<file path="config.mk">
export PLATFORM = sky130hd
export DESIGN_NAME = gro_phy_end_flat
export DESIGN_NICKNAME = d
export VERILOG_FILES = /design/src/rtl/gro_pkg.sv /design/src/rtl/gro_link_if.sv /design/src/rtl/gro_phy_end.sv /design/src/flat_wrapper.sv
export SDC_FILE = /design/constraint.sdc
export NUM_CORES = 1
export LEC_CHECK = 0
export BUFFER_PORTS_ARGS = -buffer_cell sky130_fd_sc_hd__buf_4
export CAP_MARGIN = 40
export CORE_MARGIN = 2
export CORE_UTILIZATION = 56
export DETAILED_ROUTE_END_ITERATION = 6
export GPL_TIMING_DRIVEN = 0
export HOLD_SLACK_MARGIN = 0.15
export PLACE_DENSITY_LB_ADDON = 0.08
export SLEW_MARGIN = 20
export SYNTH_ARGS = -nofsm -noshare
export SYNTH_HDL_FRONTEND = slang
export SYNTH_SLANG_ARGS = --single-unit
</file>
<file path="constraint.sdc">
create_clock -name clock -period 2.84 [get_ports clock]
set_input_delay 0.568 -clock clock [delete_from_list [all_inputs] [get_ports clock]]
set_output_delay 0.568 -clock clock [all_outputs]
set_load 0.01 [all_outputs]
</file>
<file path="src/rtl/gro_pkg.sv">
// shared constants, codes and decoder for the byte-wide receive link
`default_nettype none

package gro_pkg;

   // -----------------------------------------------------------------
   // receive octet values seen with data valid low and error high
   // -----------------------------------------------------------------
   localparam logic [7:0] GRO_IDLE_OCT    = 8'h00;
   localparam logic [7:0] GRO_LPI_OCT     = 8'h01;
   localparam logic [7:0] GRO_FCAR_OCT    = 8'h0E;
   localparam logic [7:0] GRO_EXT_OCT     = 8'h0F;
   localparam logic [7:0] GRO_EXT_ERR_OCT = 8'h1F;

   // -----------------------------------------------------------------
   // frame octets and link timing
   // -----------------------------------------------------------------
   localparam logic [7:0] GRO_SFD_OCT     = 8'hD5;
   localparam logic [7:0] GRO_PRE_OCT     = 8'h55;
   localparam int         GRO_LINK_DIV    = 8;      // system clocks per link clock

   // one link cycle worth of meaning, used as command and as indication
   typedef enum logic [2:0]
   {
      GRO_C_IDLE     = 3'd0,
      GRO_C_DATA     = 3'd1,
      GRO_C_DATA_ERR = 3'd2,
      GRO_C_EXT      = 3'd3,
      GRO_C_EXT_ERR  = 3'd4,
      GRO_C_FCAR     = 3'd5,
      GRO_C_LPI      = 3'd6
   } gro_code_t;

   // receiver interpretation of the three link signals
   function automatic gro_code_t gro_decode(input logic dv, input logic er, input logic [7:0] d);
      gro_code_t c;
      c = GRO_C_IDLE;
      if (dv)
      begin
         c = er ? GRO_C_DATA_ERR : GRO_C_DATA;
      end
      else if (er)
      begin
         case (d)
            GRO_LPI_OCT:     c = GRO_C_LPI;
            GRO_FCAR_OCT:    c = GRO_C_FCAR;
            GRO_EXT_OCT:     c = GRO_C_EXT;
            GRO_EXT_ERR_OCT: c = GRO_C_EXT_ERR;
            default:         c = GRO_C_IDLE;  // 00 and reserved values are idle
         endcase
      end
      return c;
   endfunction

endpackage

`default_nettype wire

</file>
<file path="src/rtl/gro_link_if.sv">
// receive link wires between the physical end and the reconciliation end
`default_nettype none

interface gro_link_if;
   logic       rx_clk;
   logic       rx_dv;
   logic       rx_er;
   logic [7:0] rxd;

   modport phy (output rx_clk, output rx_dv, output rx_er, output rxd);
   modport rs  (input rx_clk, input rx_dv, input rx_er, input rxd);
endinterface

`default_nettype wire

</file>
<file path="src/rtl/gro_phy_end.sv">
// physical-layer end: makes the link clock and presents receive octets
//
// Behaviour
// data valid marks decoded octets, clock-synchronous
// data valid gapless over frame, drops promptly
// valid window starts at SFD, no preamble
// one octet per link cycle, bit0 lsb
// error high with 01 means low power
// error high with 0E means false carrier
// 0F carrier extend, 1F extend error
// both low means idle, any data
// error high with 00 is idle
// error raised on detected frame errors
// error with valid means bad frame
// extension error shown as 1F code
// clean data then extend passes extension up
// extension only directly after frame data
// burst gaps filled with carrier extension
// every frame carries a complete SFD
// no echo of transmit unless loopback
// reserved codes treated as idle
// low power shown steady, ends to idle; code can leave it straight into an SFD frame or false carrier
// halted clock restarts before low power ends
`default_nettype none

module gro_phy_end
   import gro_pkg::*;
#(
   parameter int LINK_DIV = GRO_LINK_DIV
)
(
   input  wire logic       clock,
   input  wire logic       rstn,
   gro_link_if.phy         link,
   input  wire logic       cmd_valid,
   input  wire gro_code_t  cmd_code,
   input  wire logic [7:0] cmd_data,
   output logic            cmd_ready,
   input  wire logic       loop_en,
   input  wire logic       loop_dv,
   input  wire logic       loop_er,
   input  wire logic [7:0] loop_d,
   input  wire logic       clk_stop_en,
   output logic            lpi_shown
);

   // -----------------------------------------------------------------
   // parameters and checks
   // -----------------------------------------------------------------
   localparam int CW   = $clog2(LINK_DIV);
   localparam int HALF = LINK_DIV / 2;
   localparam logic [CW-1:0] CNT_LAST = CW'(LINK_DIV - 1);
   localparam logic [CW-1:0] CNT_SLOT = CW'(HALF - 1);
   localparam logic [CW-1:0] CNT_HALF = CW'(HALF);

   if (LINK_DIV < 4 || (LINK_DIV % 2) != 0)
   begin : g_bad_div
      $error("LINK_DIV must be even and at least 4");
   end

   typedef enum logic [2:0]
   {
      ST_IDLE  = 3'b000,
      ST_FRAME = 3'b001,
      ST_EXT   = 3'b011,
      ST_DROP  = 3'b010,
      ST_LPI   = 3'b110
   } gro_phy_st_t;

   gro_phy_st_t     state;
   gro_phy_st_t     next_state;
   gro_phy_st_t     from;
   gro_code_t       c;
   logic [CW-1:0]   cnt;
   logic [CW-1:0]   next_cnt;
   logic            clk_q;
   logic            dv_q;
   logic            er_q;
   logic [7:0]      d_q;
   logic            next_dv;
   logic            next_er;
   logic [7:0]      next_d;
   logic            slot;
   logic            halt;
   logic            is_data;

   // -----------------------------------------------------------------
   // link clock divider
   // -----------------------------------------------------------------
   // outputs move on the falling edge so the far end has half a period
   assign slot = (cnt == CNT_SLOT);
   // stop only with the clock low and low power still asked for
   assign halt = (state == ST_LPI) && clk_stop_en && (cnt == CNT_HALF)
                 && (!cmd_valid || cmd_code == GRO_C_LPI);

   // counter wraps through 0 (rising edge) before the next update slot
   always_comb
   begin
      if (halt)
         next_cnt = cnt;
      else if (cnt == CNT_LAST)
         next_cnt = '0;
      else
         next_cnt = cnt + CW'(1);
   end

   // divider state and the driven clock
   always_ff @(posedge clock or negedge rstn)
   begin
      if (!rstn)
      begin
         cnt   <= '0;
         clk_q <= 1'b1;
      end
      else
      begin
         cnt   <= next_cnt;
         clk_q <= (next_cnt < CNT_HALF);
      end
   end

   // -----------------------------------------------------------------
   // octet sequencing
   // -----------------------------------------------------------------
   // absent command reads as idle, so an underrun ends the frame cleanly
   always_comb
   begin
      c       = cmd_valid ? cmd_code : GRO_C_IDLE;
      is_data = (c == GRO_C_DATA) || (c == GRO_C_DATA_ERR);
      from    = state;
      if ((state == ST_LPI && c != GRO_C_LPI) || (state == ST_DROP && !is_data))
         from = ST_IDLE;
      next_state = ST_IDLE;
      next_dv    = 1'b0;
      next_er    = 1'b0;
      next_d     = GRO_IDLE_OCT;
      case (from)
         ST_IDLE:
         begin
            if (is_data && cmd_data == GRO_SFD_OCT)
            begin
               next_dv    = 1'b1;
               next_er    = (c == GRO_C_DATA_ERR);
               next_d     = cmd_data;
               next_state = ST_FRAME;
            end
            else if (is_data && cmd_data != GRO_PRE_OCT)
               next_state = ST_DROP;
            else if (c == GRO_C_FCAR)
            begin
               next_er = 1'b1;
               next_d  = GRO_FCAR_OCT;
            end
            else if (c == GRO_C_LPI)
            begin
               next_er    = 1'b1;
               next_d     = GRO_LPI_OCT;
               next_state = ST_LPI;
            end
         end
         ST_FRAME:
         begin
            if (is_data)
            begin
               next_dv    = 1'b1;
               next_er    = (c == GRO_C_DATA_ERR);
               next_d     = cmd_data;
               next_state = ST_FRAME;
            end
            else if (c == GRO_C_EXT || c == GRO_C_EXT_ERR)
            begin
               next_er    = 1'b1;
               next_d     = (c == GRO_C_EXT) ? GRO_EXT_OCT : GRO_EXT_ERR_OCT;
               next_state = ST_EXT;
            end
         end
         ST_EXT:
         begin
            if (is_data && cmd_data == GRO_SFD_OCT)
            begin
               next_dv    = 1'b1;
               next_er    = (c == GRO_C_DATA_ERR);
               next_d     = cmd_data;
               next_state = ST_FRAME;
            end
            else if (is_data && cmd_data == GRO_PRE_OCT)
            begin
               next_er    = 1'b1;
               next_d     = GRO_EXT_OCT;
               next_state = ST_EXT;
            end
            else if (is_data)
               next_state = ST_DROP;
            else if (c == GRO_C_EXT || c == GRO_C_EXT_ERR)
            begin
               next_er    = 1'b1;
               next_d     = (c == GRO_C_EXT) ? GRO_EXT_OCT : GRO_EXT_ERR_OCT;
               next_state = ST_EXT;
            end
         end
         ST_LPI:
         begin
            next_er    = 1'b1;
            next_d     = GRO_LPI_OCT;
            next_state = ST_LPI;
         end
         ST_DROP:
            next_state = ST_DROP;                         // swallow rest of bad frame
         default:
            next_state = ST_IDLE;
      endcase
   end

   // state and link outputs, updated only at the falling-edge slot
   always_ff @(posedge clock or negedge rstn)
   begin
      if (!rstn)
      begin
         state <= ST_IDLE;
         dv_q  <= 1'b0;
         er_q  <= 1'b0;
         d_q   <= GRO_IDLE_OCT;
      end
      else if (slot && loop_en)
      begin
         state <= ST_IDLE;
         dv_q  <= loop_dv;
         er_q  <= loop_er;
         d_q   <= loop_d;
      end
      else if (slot)
      begin
         state <= next_state;
         dv_q  <= next_dv;
         er_q  <= next_er;
         d_q   <= next_d;
      end
   end

   // command handshake and status flags
   always_ff @(posedge clock or negedge rstn)
   begin
      if (!rstn)
      begin
         cmd_ready <= 1'b0;
         lpi_shown <= 1'b0;
      end
      else
      begin
         cmd_ready <= slot && !loop_en && cmd_valid;
         lpi_shown <= !dv_q && er_q && (d_q == GRO_LPI_OCT);
      end
   end

   // link pins straight from flops
   assign link.rx_clk = clk_q;
   assign link.rx_dv  = dv_q;
   assign link.rx_er  = er_q;
   assign link.rxd    = d_q;

endmodule // gro_phy_end

`default_nettype wire

</file>
<file path="src/flat_wrapper.sv">
// flat-port wrapper written by rule: the top's interface ports become plain ports
module gro_phy_end_flat import gro_pkg::*;
#(
   parameter int LINK_DIV = GRO_LINK_DIV
)
  (clock, rstn, cmd_valid, cmd_code, cmd_data, cmd_ready, loop_en, loop_dv, loop_er, loop_d, clk_stop_en, lpi_shown, link_rx_clk, link_rx_dv, link_rx_er, link_rxd);
  gro_link_if link_i ();
  input  wire logic clock;
  input  wire logic rstn;
  input  wire logic cmd_valid;
  input  wire gro_code_t cmd_code;
  input  wire logic [7:0] cmd_data;
  output logic cmd_ready;
  input  wire logic loop_en;
  input  wire logic loop_dv;
  input  wire logic loop_er;
  input  wire logic [7:0] loop_d;
  input  wire logic clk_stop_en;
  output logic lpi_shown;
  output wire logic [$bits(link_i.rx_clk)-1:0] link_rx_clk;
  output wire logic [$bits(link_i.rx_dv)-1:0] link_rx_dv;
  output wire logic [$bits(link_i.rx_er)-1:0] link_rx_er;
  output wire logic [$bits(link_i.rxd)-1:0] link_rxd;
  assign link_rx_clk = link_i.rx_clk;
  assign link_rx_dv = link_i.rx_dv;
  assign link_rx_er = link_i.rx_er;
  assign link_rxd = link_i.rxd;
  gro_phy_end #(.LINK_DIV(LINK_DIV)) u_core (.clock(clock), .rstn(rstn), .link(link_i), .cmd_valid(cmd_valid), .cmd_code(cmd_code), .cmd_data(cmd_data), .cmd_ready(cmd_ready), .loop_en(loop_en), .loop_dv(loop_dv), .loop_er(loop_er), .loop_d(loop_d), .clk_stop_en(clk_stop_en), .lpi_shown(lpi_shown));
endmodule
</file>
* Yosys cells after proc, flatten, opt, wreduce, memory -nomap -nowiden *
Index checks and enable logic that the tools add are counted.

storage, ports and cells
  bits in registers = 19
  output and inout port bits = 13
  ROM bits = 0
  memories kept = 0
  memory bits (writable) = 0
  input port bits = 26
  bits in latches = 0

operators by class
  reduce and logical (&&, ||, !) cells = 24
  add/sub/neg operators = 1
  shift operators = 0
  eq/ne operators = 21
  div/mod/pow operators = 0
  muxes and demuxes = 46
  order comparisons = 1
  multipliers = 0
  bitwise gates (word level) = 0

operators by type and width
  operator                                                                  count
  8-bit 2-to-1 mux                                                          10
  3-bit 2-to-1 mux                                                          14
  8-bit one-hot mux with 4 select lines                                     1
  3-bit equality test (second input constant)                               8
  3-bit by 2-bit equality test with 1-bit output (second input constant)    6
  1-bit 2-to-1 mux                                                          16
  3-bit one-hot mux with 5 select lines                                     1
  1-bit logical AND                                                         13
  8-bit by 1-bit equality test with 1-bit output (second input constant)    1
  8-bit by 7-bit equality test with 1-bit output (second input constant)    1
  8-bit equality test (second input constant)                               1
  8-bit by 7-bit inequality test with 1-bit output (second input constant)  1
  3-bit by 1-bit equality test with 1-bit output (second input constant)    2
  5-bit 2-to-1 mux                                                          1
  1-bit logical NOT                                                         4
  1-bit logical OR                                                          4
  1-bit one-hot mux with 4 select lines                                     1
  3-bit by 1-bit adder with 3-bit output (second input constant)            1
  3-bit logical NOT                                                         1
  3-bit < comparator (second input constant)                                1
  3-bit inequality test (second input constant)                             1
  2-bit 2-to-1 mux                                                          1
  1-bit one-hot mux with 2 select lines                                     1
  2-bit nonzero test                                                        1
  2-bit OR reduction                                                        1

* Logic depth before layout (Yosys ltp) *
Gate-level depths: netlist (run 1).

  depth in word-level cells = 12
  depth in mapped cells = 7

* Worst setup path before layout (run 1) *
Ideal clock, no wire load.

  path type = input to register
  start point = input port cmd_data[1]
  end point = register u_core.d_q[5], in the netlist u_core.link.rxd[5]
  stages = 5
  data required time = 2.774 ns
  setup slack = 0.856 ns
  setup time = 0.066 ns
  arrival = 1.917 ns
  path through = nor3b_1 -> nand4_4 -> or4b_4 -> o21ai_2 -> a221o_1

on the way
  word-level cells in the longest chain between the ends = 7
  elaborated cells between the ends (all ways) = 13
  those cells by class = 3 x eq/ne; 7 x mux; 3 x reduce/logical

RTL lines
  what                                                                                                                line                                    text
  start, declared                                                                                                     flat_wrapper.sv:12                      input wire logic [7:0] cmd_data;
  8-bit by 7-bit equality test with 1-bit output or 8-bit by 7-bit inequality test with 1-bit output (tied branches)  gro_phy_end.sv:186, gro_phy_end.sv:147
  1-bit logical AND (on tied branches)                                                                                gro_phy_end.sv:186, gro_phy_end.sv:147
  8-bit 2-to-1 mux (on tied branches)                                                                                 gro_phy_end.sv:186, gro_phy_end.sv:147
  8-bit 2-to-1 mux (on tied branches)                                                                                 gro_phy_end.sv:179, gro_phy_end.sv:140
  8-bit one-hot mux with 4 select lines *                                                                             gro_phy_end.sv:137                      case (from)
  8-bit 2-to-1 mux *                                                                                                  gro_phy_end.sv:231                      else if (slot)
  8-bit 2-to-1 mux *                                                                                                  gro_phy_end.sv:224                      else if (slot && loop_en)
  end signal, assigned                                                                                                gro_phy_end.sv:229                      d_q <= loop_d;
  end signal, assigned                                                                                                gro_phy_end.sv:236                      d_q <= next_d;
  end, declared                                                                                                       gro_phy_end.sv:79                       logic [7:0] d_q;

Mark *: on every way between the ends. The rest lies on a longest branch, timed or not. The select of a mux whose other input is x is not followed.
A chain may end at the register's enable or synchronous reset.

* Worst setup path in the final report (run 1) *
  start point = register u_core.cnt[0]
  end point = register u_core.d_q[5], in the netlist u_core.link.rxd[5]

on the way
  word-level cells in the longest chain between the ends = 3
  elaborated cells between the ends (all ways) = 4
  those cells by class = 1 x eq/ne; 1 x mux; 2 x reduce/logical

RTL lines
  what                                                    line                text
  start, declared                                         gro_phy_end.sv:74   logic [CW-1:0] cnt;
  start signal, assigned                                  gro_phy_end.sv:117  cnt <= next_cnt;
  3-bit by 2-bit equality test with 1-bit output *        gro_phy_end.sv:91   assign slot = (cnt == CNT_SLOT);
  1-bit logical AND                                       gro_phy_end.sv:224
  8-bit 2-to-1 mux or 2-bit nonzero test (tied branches)  -

Mark *: on every way between the ends. The rest lies on a longest branch, timed or not.

==> summary.md, run 1 <==
| Metric | Value |
|---|---|
| Fin nets | about 230 |
| Top cell type's share of synthesized area | 0.3249 |
| CP peak stage delay | approximately 550 ps |
| Final design utilization | 0.7243 |
| Clock Skews | around 11 ps |
| Num CTS Buffers | 3 |
| DP Cell Count | 226 |
| Final Hold Vio Count | 0 |
| Leakage | about 0.79 nW |
| Port-buffer cells | 38 |
| Critical path's most frequent cell | ha_1 |
| Chip width | approximately 54 um |
| First-pass GRT wire length | between 5000 and 6000 um |
| Dpl hpwl | a little under 3000 um |
| Fin crit share | 0.7673 |
| Warnings from Yosys | 0 |
| Max VDD drop | around 0.32 mV |
| Die area | a little under 3000 sq um |
| Post-synthesis sequential element count | 19 |
| Crit. End Element | flop |
| R2r setup slk | 660 ps |
| Slowest CP cell | or4b_4 |
| Worst Hold Class | in -> reg |
| Root buf cell | clkbuf_4 |
| Final setup violation count | 0 |
| Vias per Instance | slightly above 6 |
| Final Critical Period | roughly 2200 ps |
| Cell class contributing the biggest share of worst-path delay | simple AND/OR/NAND/NOR gates |
| Gates resized, CTS repair | 0 |
| Post-synthesis sequential area ratio | 0.3439 |
| Synthesized cell area | between 1000 and 1500 sq um |
| CP cell instances | ha_1 -> ha_1 -> nand2b_1 -> a21o_1 -> or4b_4 -> o21ai_2 -> a221o_1 |
| Buf/Inv on CP | 0 |
| Cell Rows | 18 |
| Clock sinks | 19 |
| CTS tree | built |
| Top Ports | 39 |
| Antenna viol nets, final | 0 |
| Status | finished clean |
| Area Growth Syn to Fin | 25.90% |
| Hold slack | slightly below 500 ps |
| Critical Path RT | 3090 ps |
| WL/cell | 16.43 um |
| Arrival time at the worst endpoint | around 2400 ps |
| Worst Setup Start Kind | flop |
| Syn_area_per_cell | 8.774 sq um |
| Top-count cell post-synth | dfrtp_1 |
| Max Cap Violations | 0 |
| Actual slew at the worst max-slew pin | approximately 640 ps |
| Net count after synthesis | ~190 |
| Crit Path Max Fanout | 7 |
| Synth Instances | between 150 and 200 |
| Total GRT Usage | 0.2889 |
| Die Height | roughly 54 um |
| Setup TNS | 0 ps |
| RSZ-0062 raised after global routing | false |
| Iteration-0 DRC count of the detailed router | 50 |
| # diodes | 0 |
| Largest net degree at the start of global routing | 20 |
| DRC errors left | 0 |
| Layout cells sized above 1 | 0.2537 |
| Initial core utilization | 0.5753 |
| Initial antenna violation count | 0 |
| Top FF cell, synth | dfrtp_1 |
| Final-report max-slew violation count | 0 |
| Async SR Flop Fraction | 1.000 |
| Overflow after GRT | 0 |
| WS Path Type | reg -> reg |
| Power Dens Cells | 337.3 nW/um^2 |
| Drt total wl | 3795 um |
| Ranking of synthesized cells by area | dfrtp_1, nand2_1, a21oi_1 |
| Clock Latency Late Sink | ~300 ps |
| Clk buf depth | 2 |
| Drt pass-1 iters | 4 |
| Slew HR | 0.5693 |
| Reg clk slew, reported paths | about 110 ps |
| Post-synth EDFFs | 0 |
| Vias in the first global route | around 1,300 |
| CTS H-Tree Depth | 1 |
| Core Box Area | 2410 sq um |
| Cell Count, Final, Fillers Out | 231 |
| Synth top cells by count | dfrtp_1, nand2_1, a21oi_1 |
| F_max | ~0.46 GHz |
| Area leader, netlist | dfrtp_1 |
| Post-synth cell types | between 50 and 60 |
| Routed vias | approximately 1,400 |
| Routability cong. | around 0.93 |
## sequential cells by signal (all words and copies together) (netlist names)
register,cells
u_core.cmd_ready,1
u_core.cnt,3
u_core.link.rx_clk,1
u_core.link.rx_dv,1
u_core.link.rx_er,1
u_core.link.rxd,8
u_core.lpi_shown,1
u_core.state,3
## cells by family after synthesis
logic type	Yosys count	share of synthesized area
AND/OR/NAND/NOR	62	0.2744
XOR/XNOR	1	0.01174
adder cells (fa/ha/maj)	4	0.03610
flip-flops	19	0.3439
buffers and inverters	17	0.04783
AO/OA/AOI/OAI	55	0.2861
## cell type report
class | count | area (sq um)
inverter | 7 | 26.28
clock buffer | 4 | 26.28
timing repair buffer | 39 | 295.3
multi-input combinational | 122 | 843.3
sequential | 19 | 476.7
buffer | 10 | 40.04
tap | 30 | 37.54
fill | 195 | 664.4
## metrics by stage
step	cell area, sq um	power, W	setup slack [ps]
final	1745	0.0005887	660.9
after detailed placement	1709	0.0004533	487.6
after global placement	1709	0.0004489	499.9
after CTS	1745	0.0005877	652.4
after global routing	1745	0.0006187	498.1
after floorplan	1386	0.0003752	856.5
## power by group
group / internal [W] / switching, W
Sequential: 0.000288 / 0.0000134
Combinational: 0.0000756 / 0.0000726
Clock: 0.0000548 / 0.0000842
Total: 0.000418 / 0.000170
## layer usage
metal / vias to the layer above / share of wire / track usage / routed length (um)
met1: 648 / 0.43 / 0.3906 / 1632
met4: 0 / 0.019 / 0.1239 / 73
met3: 6 / 0.058 / 0.01667 / 219
li1: 692 / - / - / -
met5: - / 0 / 0 / 0
met2: 53 / 0.49 / 0.4756 / 1869
## cell usage in the layout (no fill, tap or decap), drive strengths merged, types with 2 or more instances in the layout
cell type  netlist  layout
o21ai           10      10
nor2b            6       6
a211oi           4       4
a22oi            5       5
o211ai           3       3
a21o             4       4
clkbuf           6      10
and3b            3       3
a32o             2       2
nand2b           4       4
inv              7       7
a221o            5       5
nand4            3       3
and2             2       2
and4b            3       3
a21oi           10      10
nor3b            3       3
buf              4      42
nor3             5       5
ha               4       4
dfrtp           18      18
and3             2       2
nand3            3       3
nand2           14      14
nor2             7       7
## worst paths after layout
| check | startpoint | endpoint | cells past startpoint |
|---|---|---|---|
| min in group asynchronous | rstn | u_core.link.rx_er$_DFFE_PN0P_ | 2 |
| min | loop_dv | u_core.link.rx_dv$_DFFE_PN0P_ | 2 |
| max | u_core.cnt[0]$_DFFE_PN0N_ | u_core.link.rxd[5]$_DFFE_PN0P_ | 7 |
| max reg2reg | u_core.cnt[0]$_DFFE_PN0N_ | u_core.link.rxd[5]$_DFFE_PN0P_ | 7 |
| min reg2reg | u_core.link.rxd[6]$_DFFE_PN0P_ | u_core.lpi_shown$_DFF_PN0_ | 1 |
| max in group asynchronous | rstn | u_core.link.rx_clk$_DFF_PN1_ | 2 |
## what timing repair did
action | in CTS | in global routing
endpoints found under the hold margin | 18 | 0
hold buffers | 1 | 0
buffers inserted | 0 | 0
setup endpoints to repair | 0 | 0
No activity file was read; power rests on OpenSTA's default activity.
==> inputs of run 2 (changes only) <==
--- a/config.mk
+++ b/config.mk
@@ -8,7 +8,7 @@
 export BUFFER_PORTS_ARGS = -buffer_cell sky130_fd_sc_hd__buf_4
 export CAP_MARGIN = 40
 export CORE_MARGIN = 2
-export CORE_UTILIZATION = 56
+export CORE_UTILIZATION = 52
 export DETAILED_ROUTE_END_ITERATION = 6
 export GPL_TIMING_DRIVEN = 0
 export HOLD_SLACK_MARGIN = 0.15
==> constraint.sdc (replaced) <==
create_clock -name clock -period 2.1 [get_ports clock]
set_input_delay 0.42 -clock clock [delete_from_list [all_inputs] [get_ports clock]]
set_output_delay 0.42 -clock clock [all_outputs]
set_load 0.01 [all_outputs]
==> run 2 against run 1 <==
  * Maximum frequency up 8.6%
  * Die area grew 7.1%
  * Global-route usage down 3.2 points
  * Via count up 0.43%
  * Clock-buffer cell count stayed put
  * Largest power group unchanged
  * Combinational power grew 38%
  * Design area grew 1.7%
  * Critical endpoint unchanged
  * Clock skew decreased by 9.3 ps
  * Sequential share of layout area fell by 0.46 points
  * Final cell count is 0.43% higher
==> summary.md, run 2 (same netlist as run 1, synthesis figures left out) <==
| Metric | Value |
|---|---|
| Status | finished clean |
| Root buf cell | clkbuf_4 |
| Power Dens Cells | 448.0 nW/um^2 (+33%) |
| Overflow after GRT | 0 (unchanged) |
| Dpl hpwl | 3041 um (+1.9%) |
| Final-report max-slew violation count | 0 (unchanged) |
| Clock sinks | 19 (unchanged) |
| Slew HR | 0.6278 (+0.05846) |
| Most frequent cells in the layout | buf_4, dfrtp_1, nand2_1 |
| Initial antenna violation count | 0 (unchanged) |
| CTS tree | built |
| Clock Latency Late Sink | 290 ps (about the same) |
| Clock Skews | 1.268 ps (-9.328 ps) |
| Worst reg2reg path depth | 7 (unchanged) |
| Worst Setup Start Kind | flop |
| DRC errors left | 0 (unchanged) |
| Hold Crit Depth | 3 (+1) |
| Vias per Instance | 6.056 (about the same) |
| Max Cap Violations | 0 (unchanged) |
| Core Box Area | 2500 sq um (+3.7%) |
| Final Critical Period | 2007 ps (-172.2 ps) |
| Largest net degree at the start of global routing | 20 (unchanged) |
| Commonest non-fill, non-tap cell in the layout | buf_4 |
| P_sw | 0.0002283 W (+34%) |
| Worst Hold Class | in -> reg |
| Routability cong. | 0.9014 (-2.6%) |
| Leakage | 0.7947 nW (+0.36%) |
| Die Height | 55.64 um (+3.5%) |
| M3 GR Usage | 0.03256 (+0.01589) |
| Reg clk slew, reported paths | 100 ps (about the same) |
| Actual slew at the worst max-slew pin | 555.0 ps (-89.64 ps) |
| Arrival time at the worst endpoint | 2250 ps (-180 ps) |
| Antenna viol nets, final | 0 (unchanged) |
| Int Power | 0.0005671 W (+36%) |
| Chip width | 55.64 um (+3.5%) |
| Layout cells sized above 1 | 0.2723 (+0.01855) |
| CP peak stage delay | 540 ps (about the same) |
| Cell Rows | 18 (unchanged) |
| Setup TNS | 0 ps (unchanged) |
| Top Ports | 39 (unchanged) |
| Iteration-0 DRC count of the detailed router | 69 (+38%) |
| Final Hold Vio Count | 0 (unchanged) |
| Buf/Inv on CP | 0 (unchanged) |
| Total power | 0.0007954 W (+35%) |
| Routed vias | 1,405 (+0.43%) |
| Combinational share of power | 0.257 (+0.005) |
| Clock Power Share | 0.231 (-0.005) |
| Drt total wl | 3882 um (+2.3%) |
| CP cell instances | ha_2 -> ha_4 -> nand2b_1 -> a21o_1 -> or4b_4 -> o21ai_2 -> a221o_1 |
| Max reg flops | 8 (unchanged) |
| Slowest CP cell | or4b_4 |
| GR peak layer | met2 |
| Fin nets | 233 (+0.43%) |
| Total GRT Usage | 0.2573 (-0.03163) |
| Cell class contributing the biggest share of worst-path delay | simple AND/OR/NAND/NOR gates |
| Crit Path Max Fanout | 6 (-1) |
| Critical Path RT | 2340 ps (-750 ps) |
| Final setup violation count | 0 (unchanged) |
| Num CTS Buffers | 3 (unchanged) |
| First-pass GRT wire length | 6299 um (+5.5%) |
| Initial core utilization | 0.5546 (-0.02073) |
| DP Cell Count | 226 (unchanged) |
| WL/cell | 16.73 um (+1.9%) |
| # diodes | 0 (unchanged) |
| Crit. End Element | flop |
| WS Path Type | reg -> reg |
| Area Growth Syn to Fin | 28.07% |
| Port-buffer cells | 38 (unchanged) |
| Switching part of the total power | 0.2870 (-0.002095) |
| Max VDD drop | 0.3726 mV (+18%) |
| CP Depth | 7 (unchanged) |
| # fillers | 208 (+6.7%) |
| Hold slack | 349.0 ps (-132.4 ps) |
| Cell Count, Final, Fillers Out | 232 (+0.43%) |
| Global Route met2 Usage | 0.4099 (-0.06575) |
| F_max | 0.4983 GHz (+8.6%) |
| Sequential Power Share | 0.512 (about the same) |
| Fin crit share | 0.9557 (+0.1884) |
| Clk buf depth | 2 (unchanged) |
| Global routing usage on met1 | 0.3527 (-0.03795) |
| RSZ-0062 raised after global routing | false |
| CTS H-Tree Depth | 1 (unchanged) |
| Die area | 3095 sq um (+7.1%) |
| Vias in the first global route | 1,359 (+8.0%) |
| Drt pass-1 iters | 4 (unchanged) |
## run 2: worst register-to-register path, cell delays in order (launching register included)
cell and delay, ps:
dfrtp_1 410, ha_2 230, ha_4 180, nand2b_1 120, a21o_1 200, or4b_4 540, o21ai_2 110, a221o_1 170
## run 2: repair_timing
action,4_1_cts,5_1_grt
hold endpoints to repair,18,0
hold buffers,1,0
buffers inserted,1,0
pin swaps,0,0
setup endpoints to repair,3,4
gates resized for setup,1,3
## run 2: area by class of cell
type,count,area (sq um),share of cell area
inverters,7,26.28,0.01480
multi-input cells,122,865.8,0.4877
repair buffers,40,302.8,0.1705
plain buffers,10,40.04,0.02255
well taps,30,37.54,0.02114
flip-flops and latches,19,476.7,0.2685
clock buffers,4,26.28,0.01480
## run 2: final timing paths
kind                                                start                              to  slack [ps]
max reg2reg                     u_core.cnt[0]$_DFFE_PN0N_  u_core.link.rxd[5]$_DFFE_PN0P_          90
min in group asynchronous                            rstn       u_core.cnt[1]$_DFFE_PN0N_         520
max in group asynchronous                            rstn    u_core.link.rx_clk$_DFF_PN1_        1320
min reg2reg                u_core.link.rxd[7]$_DFFE_PN0P_      u_core.lpi_shown$_DFF_PN0_         470
max                             u_core.cnt[0]$_DFFE_PN0N_  u_core.link.rxd[5]$_DFFE_PN0P_          90
min                                             loop_d[4]  u_core.link.rxd[4]$_DFFE_PN0P_         350
## run 2: through the flow
stage | worst slack [ps] | instance area, sq um | util
floorplan | 200.6 | 1386 | -
global placement | -41.04 | 1709 | 0.6837
detailed placement | -64.21 | 1709 | 0.6837
CTS | 39.96 | 1755 | 0.7022
global route | 6.267 | 1775 | 0.7102
finish | 93.07 | 1775 | 0.7102
## run 2: metal layers
layer	wire (um)	vias up
li1	-	688
met1	1708	646
met2	1822	67
met3	297	4
met4	54	0
met5	0	-
## run 2: power groups by stage
stage	Sequential, W	Combinational (W)	Clock [W]
after floorplan	0.000421	0.0000866	0
after global placement	0.000413	0.000196	0
after detailed placement	0.000414	0.000200	0
after CTS	0.000407	0.000202	0.000190
after global routing	0.000410	0.000221	0.000204
final	0.000407	0.000204	0.000184
==> inputs of run 3 (changes only) <==
--- a/config.mk
+++ b/config.mk
@@ -8,7 +8,8 @@
 export BUFFER_PORTS_ARGS = -buffer_cell sky130_fd_sc_hd__buf_4
 export CAP_MARGIN = 40
 export CORE_MARGIN = 2
-export CORE_UTILIZATION = 52
+export CORE_UTILIZATION = 54
+export CTS_BUF_LIST = sky130_fd_sc_hd__clkbuf_8
 export DETAILED_ROUTE_END_ITERATION = 6
 export GPL_TIMING_DRIVEN = 0
 export HOLD_SLACK_MARGIN = 0.15
==> run 3 against run 2 <==
  * Flip-flop and latch count is the same
  * Combinational power is essentially flat
  * Maximum frequency shrank 1.4%
  * Die area shrank 3.4%
  * Utilization grew 3.0 points
  * Non-clock buffer count grew 1
  * Design area grew 2.4%
  * Critical path type unchanged
==> summary.md, run 3 (same netlist as run 1, synthesis figures left out) <==
| Metric | Value |
|---|---|
| Placed cell areas | 1709 sq um (unchanged) |
| Combinational share of power | 0.235 (-0.022) |
| Buf/Inv on CP | 1 (+1) |
| Root buf cell | clkbuf_8 |
| Power Dens Cells | 478.9 nW/um^2 (+6.9%) |
| Routability cong. | 0.8913 (-1.1%) |
| Int Power | 0.0006258 W (+10%) |
| Initial antenna violation count | 0 (unchanged) |
| Worst Hold Class | in -> reg |
| Clock sinks | 19 (unchanged) |
| Crit Path Max Fanout | 10 (+4) |
| Die area | 2989 sq um (-3.4%) |
| Overflow after GRT | 0 (unchanged) |
| Initial core utilization | 0.5647 (+0.01018) |
| Die Height | 54.67 um (-1.7%) |
| CP peak stage delay | 570 ps (+30 ps) |
| RSZ-0062 raised after global routing | false |
| Clock Power Share | 0.295 (+0.064) |
| Antenna viol nets, final | 0 (unchanged) |
| Pre-CTS setup slack | -85.43 ps (-21.22 ps) |
| WL/cell | 17.21 um (+2.9%) |
| Final Hold Vio Count | 0 (unchanged) |
| Vias per Instance | 6.382 (+5.4%) |
| Drt pass-1 iters | 4 (unchanged) |
| # diodes | 0 (unchanged) |
| Max VDD drop | 0.4410 mV (+18%) |
| Commonest non-fill, non-tap cell in the layout | buf_4 |
| # fillers | 177 (-15%) |
| Clk buf depth | 2 (unchanged) |
| Fin nets | 234 (+0.43%) |
| Hold slack | 394.5 ps (+45.46 ps) |
| Leakage | 0.8200 nW (+3.2%) |
| Total GRT Usage | 0.2885 (+0.03124) |
| Reg clk slew, reported paths | 70 ps (-30 ps) |
| Chip width | 54.67 um (-1.7%) |
| First-pass GRT wire length | 6085 um (-3.4%) |
| Vias in the first global route | 1,335 (-1.8%) |
| Reg area | 476.7 sq um (unchanged) |
| Final setup violation count | 0 (unchanged) |
| Status | finished clean |
| Actual slew at the worst max-slew pin | 681.6 ps (+126.6 ps) |
| Sequential Power Share | 0.470 (-0.042) |
| WS Path Type | reg -> reg |
| Layout cells sized above 1 | 0.2956 (+0.02329) |
| Clock Skews | 8.732 ps (+7.464 ps) |
| Max Cap Violations | 0 (unchanged) |
| Slew HR | 0.5429 (-0.08493) |
| Cell class contributing the biggest share of worst-path delay | simple AND/OR/NAND/NOR gates |
| Final setup margin | 64.99 ps (-28.08 ps) |
| CP cell instances | buf_2 -> nand2b_2 -> a221o_1 -> or4b_4 -> o21ai_2 -> a221o_1 |
| Drt total wl | 4010 um (+3.3%) |
| Area Growth Syn to Fin | 31.14% |
| P_sw | 0.0002448 W (+7.3%) |
| Critical path's most frequent cell | a221o_1 |
| Fin crit share | 0.9691 (+0.01337) |
| Max reg flops | 8 (unchanged) |
| Switching part of the total power | 0.2812 (-0.005803) |
| Cell Rows | 18 (unchanged) |
| Num CTS Buffers | 3 (unchanged) |
| DP Cell Count | 226 (unchanged) |
| Clock Latency Late Sink | 260 ps (-30 ps) |
| CTS tree | built |
| Final Critical Period | 2035 ps (+28.08 ps) |
| Top Ports | 39 (unchanged) |
| Routed vias | 1,487 (+5.8%) |
| Multi-input gate area | 880.8 sq um (+1.7%) |
| Critical Path RT | 2310 ps (-30 ps) |
| CTS H-Tree Depth | 1 (unchanged) |
| Dpl hpwl | 2975 um (-2.2%) |
| Setup TNS | 0 ps (unchanged) |
| Iteration-0 DRC count of the detailed router | 81 (+17%) |
| Design Area, Final | 1818 sq um (+2.4%) |
| Slowest CP cell | or4b_4 |
| Final-report max-slew violation count | 0 (unchanged) |
| Most frequent cells in the layout | buf_4, dfrtp_1, nand2_1 |
| Cell Count, Final, Fillers Out | 233 (+0.43%) |
| Core Box Area | 2455 sq um (-1.8%) |
| DRC errors left | 0 (unchanged) |
| F_max | 0.4914 GHz (-1.4%) |
| Arrival time at the worst endpoint | 2240 ps (about the same) |
| Crit. End Element | flop |
| Largest net degree at the start of global routing | 20 (unchanged) |
| Worst Setup Start Kind | flop |
| Port-buffer cells | 38 (unchanged) |
-- run 3: per-layer routing --
layer / GRT usage / part of all wire / vias up
li1: - / - / 689
met1: 0.3430 / 0.41 / 721
met2: 0.5119 / 0.51 / 70
met3: 0.02186 / 0.062 / 7
met4: 0.1500 / 0.020 / 0
met5: 0 / 0 / -
-- run 3: layout make-up --
| type | count | share of cell area |
|---|---|---|
| buffer | 10 | 0.02202 |
| inverter | 7 | 0.01445 |
| clock inverter | 1 | 0.002753 |
| clock buffer | 3 | 0.02271 |
| timing repair buffer | 41 | 0.1707 |
| sequential | 19 | 0.2622 |
| multi-input combinational | 122 | 0.4845 |
| tap | 30 | 0.02065 |
-- run 3: final timing paths --
check,end,from,cells after the start,slack [ps]
worst max register to register,u_core.link.rxd[6]$_DFFE_PN0P_,u_core.state[1]$_DFFE_PN0P_,6,60
worst min-delay path,u_core.link.rxd[4]$_DFFE_PN0P_,loop_d[4],3,390
worst min register to register,u_core.lpi_shown$_DFF_PN0_,u_core.link.rxd[7]$_DFFE_PN0P_,1,470
max in group asynchronous,u_core.link.rx_clk$_DFF_PN1_,rstn,2,1280
worst max-delay path,u_core.link.rxd[6]$_DFFE_PN0P_,u_core.state[1]$_DFFE_PN0P_,6,60
min in group asynchronous,u_core.cmd_ready$_DFF_PN0_,rstn,2,560
-- run 3: worst reg2reg max path, cell delays in order (launching register included) --
cell	delay (ps)
dfrtp_1	350
buf_2	220
nand2b_2	150
a221o_1	390
or4b_4	570
o21ai_2	120
a221o_1	170
-- run 3: power groups by stage --
stage          registers [W]   logic, W  clock network, W
2_1_floorplan       0.000421  0.0000866                 0
4_1_cts             0.000408   0.000201          0.000256
3_5_place_dp        0.000415   0.000198                 0
6_report            0.000409   0.000205          0.000257
5_1_grt             0.000412   0.000222          0.000278
3_3_place_gp        0.000413   0.000194                 0
-- run 3: what timing repair did --
item | 4_1_cts | 5_1_grt
gates resized for setup | 3 | 4
hold buffers | 1 | 0
endpoints found under the hold margin | 18 | 0
buffers inserted | 0 | 2
setup endpoints to repair | 3 | 4
-- run 3: per-stage QoR --
step	utilization	power [W]
detailed placement	0.6962	0.0006127
floorplan	-	0.0005074
CTS	0.7253	0.0008653
global placement	0.6962	0.0006073
finish	0.7406	0.0008707
global route	0.7406	0.0009117
